### config.mk
export PLATFORM = sky130hd
export DESIGN_NAME = ctrf_top
export DESIGN_NICKNAME = d
export VERILOG_FILES = /design/src/core/ctrf_pkg.sv /design/src/core/ctrf_reg_if.sv /design/src/core/ctrf_filter.sv /design/src/core/ctrf_timer.sv /design/src/core/ctrf_top.sv
export SDC_FILE = /design/constraint.sdc
export NUM_CORES = 1
export LEC_CHECK = 0
export BUFFER_PORTS_ARGS = -buffer_cell sky130_fd_sc_hd__buf_2
export CORE_ASPECT_RATIO = 1.1
export CORE_MARGIN = 2
export CORE_UTILIZATION = 38
export CTS_CLUSTER_DIAMETER = 100
export DETAILED_ROUTE_END_ITERATION = 16
export GPL_TIMING_DRIVEN = 0
export PLACE_DENSITY = 0.69
export SLEW_MARGIN = 30
export SYNTH_ARGS = -nofsm -noshare
export SYNTH_HDL_FRONTEND = slang
export SYNTH_SLANG_ARGS = --single-unit
### constraint.sdc
create_clock -name i_clk -period 5.8 [get_ports i_clk]
set_input_delay 0.87 -clock i_clk [delete_from_list [all_inputs] [get_ports i_clk]]
set_output_delay 0.87 -clock i_clk [all_outputs]
set_load 0.1 [all_outputs]
### src/core/ctrf_pkg.sv
// Constants, types and register map of the cycle timer and request filter
// ==========================================================================
// Operation
// - As cycle master, send the current timer value in each cycle start.
// - Not cycle master: load the whole timer from each received cycle start.
// - Without cycle starts, keep counting locally while counting is enabled.
// - Tick field, bits 11-0, counts local ticks modulo 3072.
// - Cycle field, bits 24-12, counts tick rollovers modulo 8000.
// - Seconds field, bits 31-25, counts cycle rollovers modulo 128.
// - With external 8 kHz source, each external tick clears the tick field.
// - Timer is read/write at F0h and hardware also updates it.
// - Filtered context request from a node with bit zero: no ack, no queue.
// - Per-node bit comparison applies only to sources on the local bus.
// - Remote-bus requests accepted only while filter bit 31 is set.
// - Filter bit n enables local node n plus 32, nodes 32 to 62.
// - Set port at 100h, clear port at 104h; both read the filter.
// - Filter resets to all zeros, rejecting upper and remote nodes.
package ctrf_pkg;

  // ========================================================================
  // Register map
  localparam logic [11:0] ADDR_TIMER  = 12'h0f0;
  localparam logic [11:0] ADDR_CTRL   = 12'h0f8;
  localparam logic [11:0] ADDR_SET    = 12'h100;
  localparam logic [11:0] ADDR_CLR    = 12'h104;

  // ========================================================================
  // Timer fields and wrap points
  typedef struct packed {
    logic [6:0]  seconds;
    logic [12:0] cycles;
    logic [11:0] ticks;
  } ctrf_time_s;

  localparam logic [12:0] TICK_LAST   = 13'h0bff;
  localparam logic [12:0] CYCLE_LAST  = 13'h1f3f;
  localparam logic [12:0] SEC_LAST    = 13'h007f;
  localparam logic [31:0] TIMER_RST   = 32'h0000_0000;

  // ========================================================================
  // Control register fields
  typedef struct packed {
    logic ext_mode;
    logic count_en;
    logic master;
  } ctrf_ctrl_s;

  localparam logic [2:0]  CTRL_RST    = 3'h0;
  localparam logic [28:0] CTRL_PAD    = 29'h0;

  // ========================================================================
  // Filter layout
  localparam logic [31:0] FILTER_RST  = 32'h0000_0000;
  localparam logic [4:0]  ALL_BUS_BIT = 5'h1f;
  localparam logic [5:0]  NODE_FIRST  = 6'h20;
  localparam logic [5:0]  NODE_LAST   = 6'h3e;
  localparam logic [31:0] RDATA_IDLE  = 32'h0000_0000;

  typedef enum logic [2:0] {
    SEL_NONE  = 3'h0,
    SEL_TIMER = 3'h1,
    SEL_CTRL  = 3'h2,
    SEL_SET   = 3'h3,
    SEL_CLR   = 3'h4
  } ctrf_sel_e;

endpackage : ctrf_pkg

### src/core/ctrf_reg_if.sv
// Internal carrier between the top and its timer and filter
interface ctrf_reg_if;
  import ctrf_pkg::*;
  logic        timer_wr;
  logic        set_wr;
  logic        clr_wr;
  logic [31:0] wdata;
  logic        cs_load;
  logic [31:0] cs_data;
  logic        tick_24m;
  logic        ext_tick;
  ctrf_ctrl_s  ctrl;
  ctrf_time_s  time_val;
  logic [31:0] filter_val;

  modport top    (output timer_wr, set_wr, clr_wr, wdata, cs_load, cs_data,
                  tick_24m, ext_tick, ctrl, input time_val, filter_val);
  modport timer  (input timer_wr, wdata, cs_load, cs_data, tick_24m, ext_tick,
                  ctrl, output time_val);
  modport filter (input set_wr, clr_wr, wdata, output filter_val);
endinterface : ctrf_reg_if

### src/core/ctrf_filter.sv
// Upper-node request filter with set and clear ports
module ctrf_filter
  import ctrf_pkg::*;
(
  // Clock and reset
  input  wire logic   i_clk,
  input  wire logic   i_rst,
  // Register carrier
  ctrf_reg_if.filter  bus
);

  typedef struct packed {
    logic [31:0] bits;
  } ctrf_filter_s;

  ctrf_filter_s st;
  ctrf_filter_s next_st;

  // ========================================================================
  // Next state
  always_comb begin
    next_st = st;
    if (bus.set_wr) begin
      next_st.bits = st.bits | bus.wdata;
    end else if (bus.clr_wr) begin
      next_st.bits = st.bits & ~bus.wdata;
    end
  end

  always_ff @(posedge i_clk or posedge i_rst) begin
    if (i_rst) begin
      st <= ctrf_filter_s'(FILTER_RST);
    end else begin
      st <= next_st;
    end
  end

  assign bus.filter_val = st.bits;

endmodule : ctrf_filter

### src/core/ctrf_timer.sv
// Bus cycle timer with tick, cycle and seconds fields
module ctrf_timer
  import ctrf_pkg::*;
(
  // Clock and reset
  input  wire logic   i_clk,
  input  wire logic   i_rst,
  // Register carrier
  ctrf_reg_if.timer   bus
);

  typedef struct packed {
    ctrf_time_s tm;
  } ctrf_timer_s;

  ctrf_timer_s st;
  ctrf_timer_s next_st;
  logic        cycle_step;

  function automatic logic [12:0] inc_mod(input logic [12:0] v, input logic [12:0] last);
    inc_mod = (v == last) ? 13'h0 : 13'(v + 13'h1);
  endfunction : inc_mod

  // ========================================================================
  // Next state
  always_comb begin
    next_st    = st;
    cycle_step = 1'b0;
    if (bus.timer_wr) begin
      next_st.tm = ctrf_time_s'(bus.wdata);
    end else if (bus.cs_load && !bus.ctrl.master) begin
      next_st.tm = ctrf_time_s'(bus.cs_data);
    end else if (bus.ctrl.count_en) begin
      if (bus.tick_24m) begin
        next_st.tm.ticks = 12'(inc_mod({1'b0, st.tm.ticks}, TICK_LAST));
        cycle_step       = !bus.ctrl.ext_mode && ({1'b0, st.tm.ticks} == TICK_LAST);
      end
      if (bus.ctrl.ext_mode && bus.ext_tick) begin
        next_st.tm.ticks = '0;
        cycle_step       = 1'b1;
      end
      if (cycle_step) begin
        next_st.tm.cycles = inc_mod(st.tm.cycles, CYCLE_LAST);
        if (st.tm.cycles == CYCLE_LAST) begin
          next_st.tm.seconds = 7'(inc_mod({6'h0, st.tm.seconds}, SEC_LAST));
        end
      end
    end
  end

  always_ff @(posedge i_clk or posedge i_rst) begin
    if (i_rst) begin
      st <= ctrf_timer_s'(TIMER_RST);
    end else begin
      st <= next_st;
    end
  end

  assign bus.time_val = st.tm;

endmodule : ctrf_timer

### src/core/ctrf_top.sv
// Top of the cycle timer and asynchronous request filter
module ctrf_top
  import ctrf_pkg::*;
(
  // Clock and reset
  input  wire logic        i_clk,
  input  wire logic        i_rst,
  // Register port
  input  wire logic [11:0] i_addr,
  input  wire logic [31:0] i_wdata,
  input  wire logic        i_wr,
  input  wire logic        i_rd,
  output logic      [31:0] o_rdata,
  // Cycle timing
  input  wire logic        i_tick_24m,
  input  wire logic        i_ext_tick_8k,
  // Cycle start messages
  input  wire logic        i_cs_rx_valid,
  input  wire logic [31:0] i_cs_rx_data,
  input  wire logic        i_cs_tx_req,
  output logic             o_cs_tx_valid,
  output logic      [31:0] o_cs_tx_data,
  // Request check
  input  wire logic        i_req_valid,
  input  wire logic        i_req_ctx,
  input  wire logic        i_req_local_bus,
  input  wire logic [5:0]  i_req_node,
  input  wire logic        i_req_low_accept,
  output logic             o_req_done,
  output logic             o_req_accept
);

  typedef struct packed {
    ctrf_ctrl_s  ctrl;
    logic [31:0] rdata;
    logic        tx_valid;
    logic [31:0] tx_data;
    logic        req_done;
    logic        req_accept;
  } ctrf_top_s;

  ctrf_top_s  st;
  ctrf_top_s  next_st;
  ctrf_sel_e  wr_sel;
  ctrf_sel_e  rd_sel;
  ctrf_reg_if bus ();

  // ========================================================================
  // Address decode
  function automatic ctrf_sel_e decode(input logic [11:0] a);
    if (a == ADDR_TIMER) begin
      decode = SEL_TIMER;
    end else if (a == ADDR_CTRL) begin
      decode = SEL_CTRL;
    end else if (a == ADDR_SET) begin
      decode = SEL_SET;
    end else if (a == ADDR_CLR) begin
      decode = SEL_CLR;
    end else begin
      decode = SEL_NONE;
    end
  endfunction : decode

  assign wr_sel = i_wr ? decode(i_addr) : SEL_NONE;
  assign rd_sel = i_rd ? decode(i_addr) : SEL_NONE;

  // ========================================================================
  // Carrier drive
  assign bus.timer_wr = (wr_sel == SEL_TIMER);
  assign bus.set_wr   = (wr_sel == SEL_SET);
  assign bus.clr_wr   = (wr_sel == SEL_CLR);
  assign bus.wdata    = i_wdata;
  assign bus.cs_load  = i_cs_rx_valid;
  assign bus.cs_data  = i_cs_rx_data;
  assign bus.tick_24m = i_tick_24m;
  assign bus.ext_tick = i_ext_tick_8k;
  assign bus.ctrl     = st.ctrl;

  // ========================================================================
  // Submodules
  ctrf_timer u_timer (
    .i_clk (i_clk),
    .i_rst (i_rst),
    .bus   (bus.timer)
  );

  ctrf_filter u_filter (
    .i_clk (i_clk),
    .i_rst (i_rst),
    .bus   (bus.filter)
  );

  // ========================================================================
  // Next state
  always_comb begin
    next_st          = st;
    next_st.rdata    = RDATA_IDLE;
    next_st.tx_valid = 1'b0;
    next_st.req_done = 1'b0;
    if (wr_sel == SEL_CTRL) begin
      next_st.ctrl = ctrf_ctrl_s'(i_wdata[2:0]);
    end
    case (rd_sel)
      SEL_TIMER: begin
        next_st.rdata = bus.time_val;
      end
      SEL_CTRL: begin
        next_st.rdata = {CTRL_PAD, st.ctrl};
      end
      SEL_SET, SEL_CLR: begin
        next_st.rdata = bus.filter_val;
      end
      default: begin
        next_st.rdata = RDATA_IDLE;
      end
    endcase
    if (i_cs_tx_req && st.ctrl.master) begin
      next_st.tx_valid = 1'b1;
      next_st.tx_data  = bus.time_val;
    end
    if (i_req_valid) begin
      next_st.req_done = 1'b1;
      if (!i_req_ctx) begin
        next_st.req_accept = 1'b1;
      end else if (!i_req_local_bus) begin
        next_st.req_accept = bus.filter_val[ALL_BUS_BIT];
      end else if (i_req_node < NODE_FIRST) begin
        next_st.req_accept = i_req_low_accept;
      end else if (i_req_node <= NODE_LAST) begin
        next_st.req_accept = bus.filter_val[i_req_node[4:0]];
      end else begin
        next_st.req_accept = 1'b0;
      end
    end else begin
      next_st.req_accept = 1'b0;
    end
  end

  always_ff @(posedge i_clk or posedge i_rst) begin
    if (i_rst) begin
      st            <= '0;
      st.ctrl       <= ctrf_ctrl_s'(CTRL_RST);
    end else begin
      st <= next_st;
    end
  end

  assign o_rdata       = st.rdata;
  assign o_cs_tx_valid = st.tx_valid;
  assign o_cs_tx_data  = st.tx_data;
  assign o_req_done    = st.req_done;
  assign o_req_accept  = st.req_accept;

  // ========================================================================
  // Checks
  logic quiet;
  assign quiet = !bus.timer_wr && !(i_cs_rx_valid && !st.ctrl.master);
endmodule : ctrf_top

# After elaboration in Yosys (flattened, before gate mapping)
# Index checks and enable logic that the tools add are counted.
# Widths: inputs -> output; s select.
dict set report word_totals {
  register_bits 134
  inputBits 94
  out_inout_bits 67
  wordCells 84
}
dict set report op_classes {
  n_addsub 3
  magnitude_cmp 3
  eq_ne 15
  n_mux 33
  n_bitwise 3
  n_reduce_logical 15
}
# operator n
set ops {}
lappend ops {{$mux 32} 5}
lappend ops {{$pmux 32 s3} 1}
lappend ops {{$mux 12} 3}
lappend ops {{$mux 33} 1}
lappend ops {{$and 32x32->32} 1}
lappend ops {{$not 32->32} 1}
lappend ops {{$or 32x32->32} 1}
lappend ops {{$eq 12x8->1 const B} 2}
lappend ops {{$eq 12x9->1 const B} 2}
lappend ops {{$mux 20} 1}
lappend ops {{$mux 3} 6}
lappend ops {{$mux 7} 2}
lappend ops {{$add 13x1->13 const B} 1}
lappend ops {{$eq 13x13->1 const B} 1}
lappend ops {{$mux 13} 1}
lappend ops {{$add 12x1->12 const B} 1}
lappend ops {{$eq 12x12->1 const B} 1}
lappend ops {{$eq 3x2->1 const B} 4}
lappend ops {{$mux 1} 12}
lappend ops {{$reduce_bool 3->1} 3}
lappend ops {{$add 7x1->7 const B} 1}
lappend ops {{$eq 7x7->1 const B} 1}
lappend ops {{$eq 3x1->1 const B} 2}
lappend ops {{$eq 3x3->1 const B} 2}
lappend ops {{other kinds (11)} 16}

# Longest topological paths before layout
dict set report logic_depth {
  ltp_word 12
  mapped_depth 8
  depth_no_buf 6
}

# By module
# Synthesis repeated with hierarchy kept, for this count alone.
dict set report hier_totals {
  cells_unflattened 598
  hier_area_um2 6661.4
}
# mod instances cells_each area_per_inst_um2 seq_area_each_um2
set modules_own_cells {}
lappend modules_own_cells {ctrf_top 1 202 2970.3 1751.7}
lappend modules_own_cells {ctrf_timer 1 293 2437.3 800.8}
lappend modules_own_cells {ctrf_filter 1 103 1253.7 800.8}

# Least setup slack after synthesis
# Ideal clock, no wire load.
dict set report synth_path {
  path_type {input -> register}
  from {in i_addr[11]}
  to {reg (tool-made name)}
  setup_ns 0.141
  arrival_ns 2.290
  t_required_ns 5.659
  slack_ns 3.369
  stages 6
  n_path_buf 2
  cell_sequence {or4_4 > nor4_1 > and2_1 > buf_4 > buf_2 > a31oi_1}
}
# element line_no
set synth_lines {}
lappend synth_lines {{start, declared} ctrf_top.sv:9} ;# input wire logic [11:0] i_addr,

# Worst setup path in the final report
dict set report layout_path {
  from {in i_addr[11]}
  to {reg u_timer.st, in the netlist u_timer.bus.time_val[14]}
}
dict set report layout_between {
  elab_chain_cells 9
  word_cells_on_any_way 14
  classes_between {5 x eq/ne; 6 x mux; 3 x reduce/logical}
}
# element line_no
set layout_lines {}
lappend layout_lines {{$eq 12x9->1} ctrf_top.sv:57} ;# end else if (a == ADDR_CLR) begin
lappend layout_lines {{$mux 3} ctrf_top.sv:57}
lappend layout_lines {{$mux 3} ctrf_top.sv:55} ;# end else if (a == ADDR_SET) begin
lappend layout_lines {{$mux 3} ctrf_top.sv:53} ;# end else if (a == ADDR_CTRL) begin
lappend layout_lines {{$mux 3 (*)} ctrf_top.sv:51} ;# if (a == ADDR_TIMER) begin
lappend layout_lines {{$mux 3 (*)} ctrf_top.sv:64} ;# assign wr_sel = i_wr ? decode(i_addr) : SEL_NONE;
lappend layout_lines {{$eq 3x1->1 (*)} ctrf_top.sv:69} ;# assign bus.timer_wr = (wr_sel == SEL_TIMER);
lappend layout_lines {{$reduce_bool 3->1 (no line)} -}
lappend layout_lines {{$reduce_and 2->1 (no line)} -}
lappend layout_lines {{end signal, assigned} ctrf_timer.sv:53} ;# st <= ctrf_timer_s'(TIMER_RST);
lappend layout_lines {{end signal, assigned} ctrf_timer.sv:55} ;# st <= next_st;
lappend layout_lines {{end, declared} ctrf_timer.sv:16} ;# ctrf_timer_s st;
# Mark *: on every way between the ends. The rest lies on a longest branch, timed or not.
# A chain may end at the register's enable or synchronous reset.

==> impl_results.md <==
- Yosys reg bits: 134
- Startpoint class of the critical path: input pin
- Final global-route overflow total: 0
- Setup bufs post-CTS: 0
- Relative slew margins: 0.489
- GPL Wtd Cong: 0.950
- Clock slew at reported path FFs: about 0.060 ns
- Fin crit period: 2.59 ns
- Multi-input logic area: 3040 µm²
- Syn_area_per_cell: 10.4 µm²
- Leak: 4.27 nW
- Gr usage total: 0.239
- Crit share post-route: 0.447
- Boundary Pins: 161
- CTS resizes: 0
- GRT met3 Usage: 0.0570
- Synth cell types: 60
- Mapped Area: 6720 µm²
- DR vias/cell: 5.56
- Sequential fraction of the synthesis area: 0.499
- CTS sink count: 134
- First-pass GRT wire length: 32800 µm
- Core Area: 17500 µm²
- Later-pin clock latency in the skew report: approximately 0.43 ns
- H-tree depth: 4
- Status: complete, no violations
- Number of flops mapped to enable cells by yosys: 0
- Slew @ Worst Pin: 0.767 ns
- Total power: 2.57 mW
- Number of global-route vias before repair: 5749
- Post-synth ARST share: 1.00
- Met2 Usage GRT: 0.376
- Share of post-route cells with drive strength above 1: 0.307
- Met1 Track Usage GR: 0.305
- Worst min-delay path category: input pin to async pin
- Die X: about 130 µm
- Fillers: 1688
- Die area: about 19000 µm²
- Buffers on Ports: 158
- Final nets: slightly above 900
- Critical Path End Type: flop
- # placed instances: about 1.0k
- CTS Hold Bufs: 0
- Initial Util: 0.384
- WL/cell: 20.4 µm
- Post-synthesis net count: 745
- Layout Cells excl Fill: 1077
- CP Data Arrival Time: 2.86 ns
- Gr busiest metal: met2
- Peak VDD IR: 0.210 mV
- Routed Antenna Nets: 0
- RSZ-0062 raised after global routing: false
- Worst Path Max Fanout: 10
- CTS tree: yes
- Fmax: 0.386 GHz
- CP required: around 6 ns
- Initial antenna violation count: 2
- Max-capacitance violation count: 0
- Post-Synthesis Cells: around 650
- Seq. cell area: 3350 µm²
- Synthesis Warnings: 0
- Post-synth top flop: dfrtp_1
- Final Max Tran Viols: 0
- Drt first-iter violations: roughly 530
- CP Class: input pin to flop
- DRT Pass-1 Iters: 5
- # DRC: 0
- Largest net degree at the start of global routing: 84
- Num CTS Buffers: 17
- WL final: 21900 µm
- Final hold vios: 0
- Via count: 5993
- Clock Path Buffers: 2
- Pwr/cell area: 303 nW/µm²
- Dpl hpwl: 16200 µm
- Die span in y: 143 µm
- Final setup vio count: 0
- Clock root cell: clkbuf_16
- Final Skew: 0.00658 ns
- Rows: 51
- Synth-to-layout area growth: 26.1%
[report_power, final]
group          internal (mW)  switching [mW]
sequential             0.985          0.0704
clock                  0.738           0.414
combinational          0.123           0.236
total                   1.85           0.721
[cell type report]
type	instances	share of cell area
antenna	1	0.000295
buffer	46	0.0269
clock buffer	19	0.0534
clock inverter	12	0.0210
inverter	26	0.0124
multi-input combinational	442	0.359
sequential	134	0.396
tap	238	0.0351
timing repair buffer	159	0.0965
[final timing paths]
| path | from | end | slack, ns | cells after the start |
|---|---|---|---|---|
| max | i_addr[11] | u_timer.bus.time_val[14]$_DFFE_PP0P_ | 3.21 | 7 |
| min | i_rst | o_cs_tx_data[21]$_DFFE_PP0P_ | 0.44 | 2 |
| max reg2reg | u_timer.bus.time_val[0]$_DFFE_PP0P_ | u_timer.bus.time_val[30]$_DFFE_PP0P_ | 3.43 | 8 |
| min reg2reg | o_cs_tx_data[20]$_DFFE_PP0P_ | o_cs_tx_data[20]$_DFFE_PP0P_ | 0.48 | 2 |
| max in group asynchronous | i_rst | u_timer.bus.time_val[13]$_DFFE_PP0P_ | 4.60 | 3 |
| min in group i_clk | o_cs_tx_data[20]$_DFFE_PP0P_ | o_cs_tx_data[20]$_DFFE_PP0P_ | 0.48 | 2 |
[worst max-delay path: stages]
cell and delay, ns:
buf_2 0.09, or4_4 0.55, nor4_4 0.37, nand3b_1 0.32, clkbuf_1 0.42, nor2_1 0.18, a31oi_1 0.05
[layer usage]
metal	wire (µm)	vias up
li1	-	2734
met2	10300	285
met1	8890	2921
met5	0	-
met3	1730	53
met4	993	0
[layout by cell type (no fill, tap or decap), types with 9 or more instances in the layout]
cell and instances:
buf_2 173, dfrtp_1 134, nand2_1 77, o21ai_0 39
a21oi_1 35, mux2i_1 35, nor2_1 31, mux2_2 31
a22o_1 30, a31oi_1 28, inv_1 25, clkbuf_1 22
clkbuf_16 17, nand3_1 15, nand4_1 9
[cells by family after synthesis]
kind of cell    share of synthesized area
xor+xnor                          0.00912
simple gates                        0.139
flops                               0.499
mux                                 0.124
compound gates                      0.174
fa+ha+maj                         0.00559
buf+inv                            0.0484
[cell usage after synthesis, types with 3 or more instances]
cell type / number / area, µm²
ha_1: 3 / 37.5
a22o_1: 30 / 263
nand2b_1: 5 / 31.3
a31oi_1: 28 / 175
xor2_1: 3 / 26.3
dfrtp_1: 134 / 3350
buf_6: 3 / 33.8
mux2i_1: 35 / 350
and3_1: 6 / 37.5
mux2_2: 31 / 349
and3b_1: 3 / 26.3
nand4_1: 9 / 56.3
or3_1: 5 / 31.3
clkbuf_1: 22 / 82.6
mux4_2: 6 / 135
a221oi_1: 6 / 52.6
xnor2_1: 4 / 35.0
nor2_1: 31 / 116
nand3_1: 15 / 75.1
or4_1: 3 / 22.5
buf_2: 15 / 75.1
nor3_1: 5 / 25.0
and2_1: 8 / 50.1
nand2_1: 77 / 289
a21oi_1: 35 / 175
inv_1: 26 / 97.6
buf_4: 3 / 22.5
and4_1: 5 / 43.8
o31ai_1: 8 / 60.1
o21ai_0: 39 / 195
[stage by stage]
step                TNS [ns]  hold slack [ns]  setup WS [ns]  utilization  cell area, µm²
global route               0            0.464           3.03        0.485            8480
global placement      -33.20            0.461         -0.261        0.447            7810
finish                     0            0.443           3.21        0.485            8480
detailed placement         0            0.475           2.80        0.449            7840
CTS                        0            0.455           3.24        0.485            8470
floorplan                  0            0.466           1.35            -            6720
Note: power is estimated with default switching activity, not from simulation.
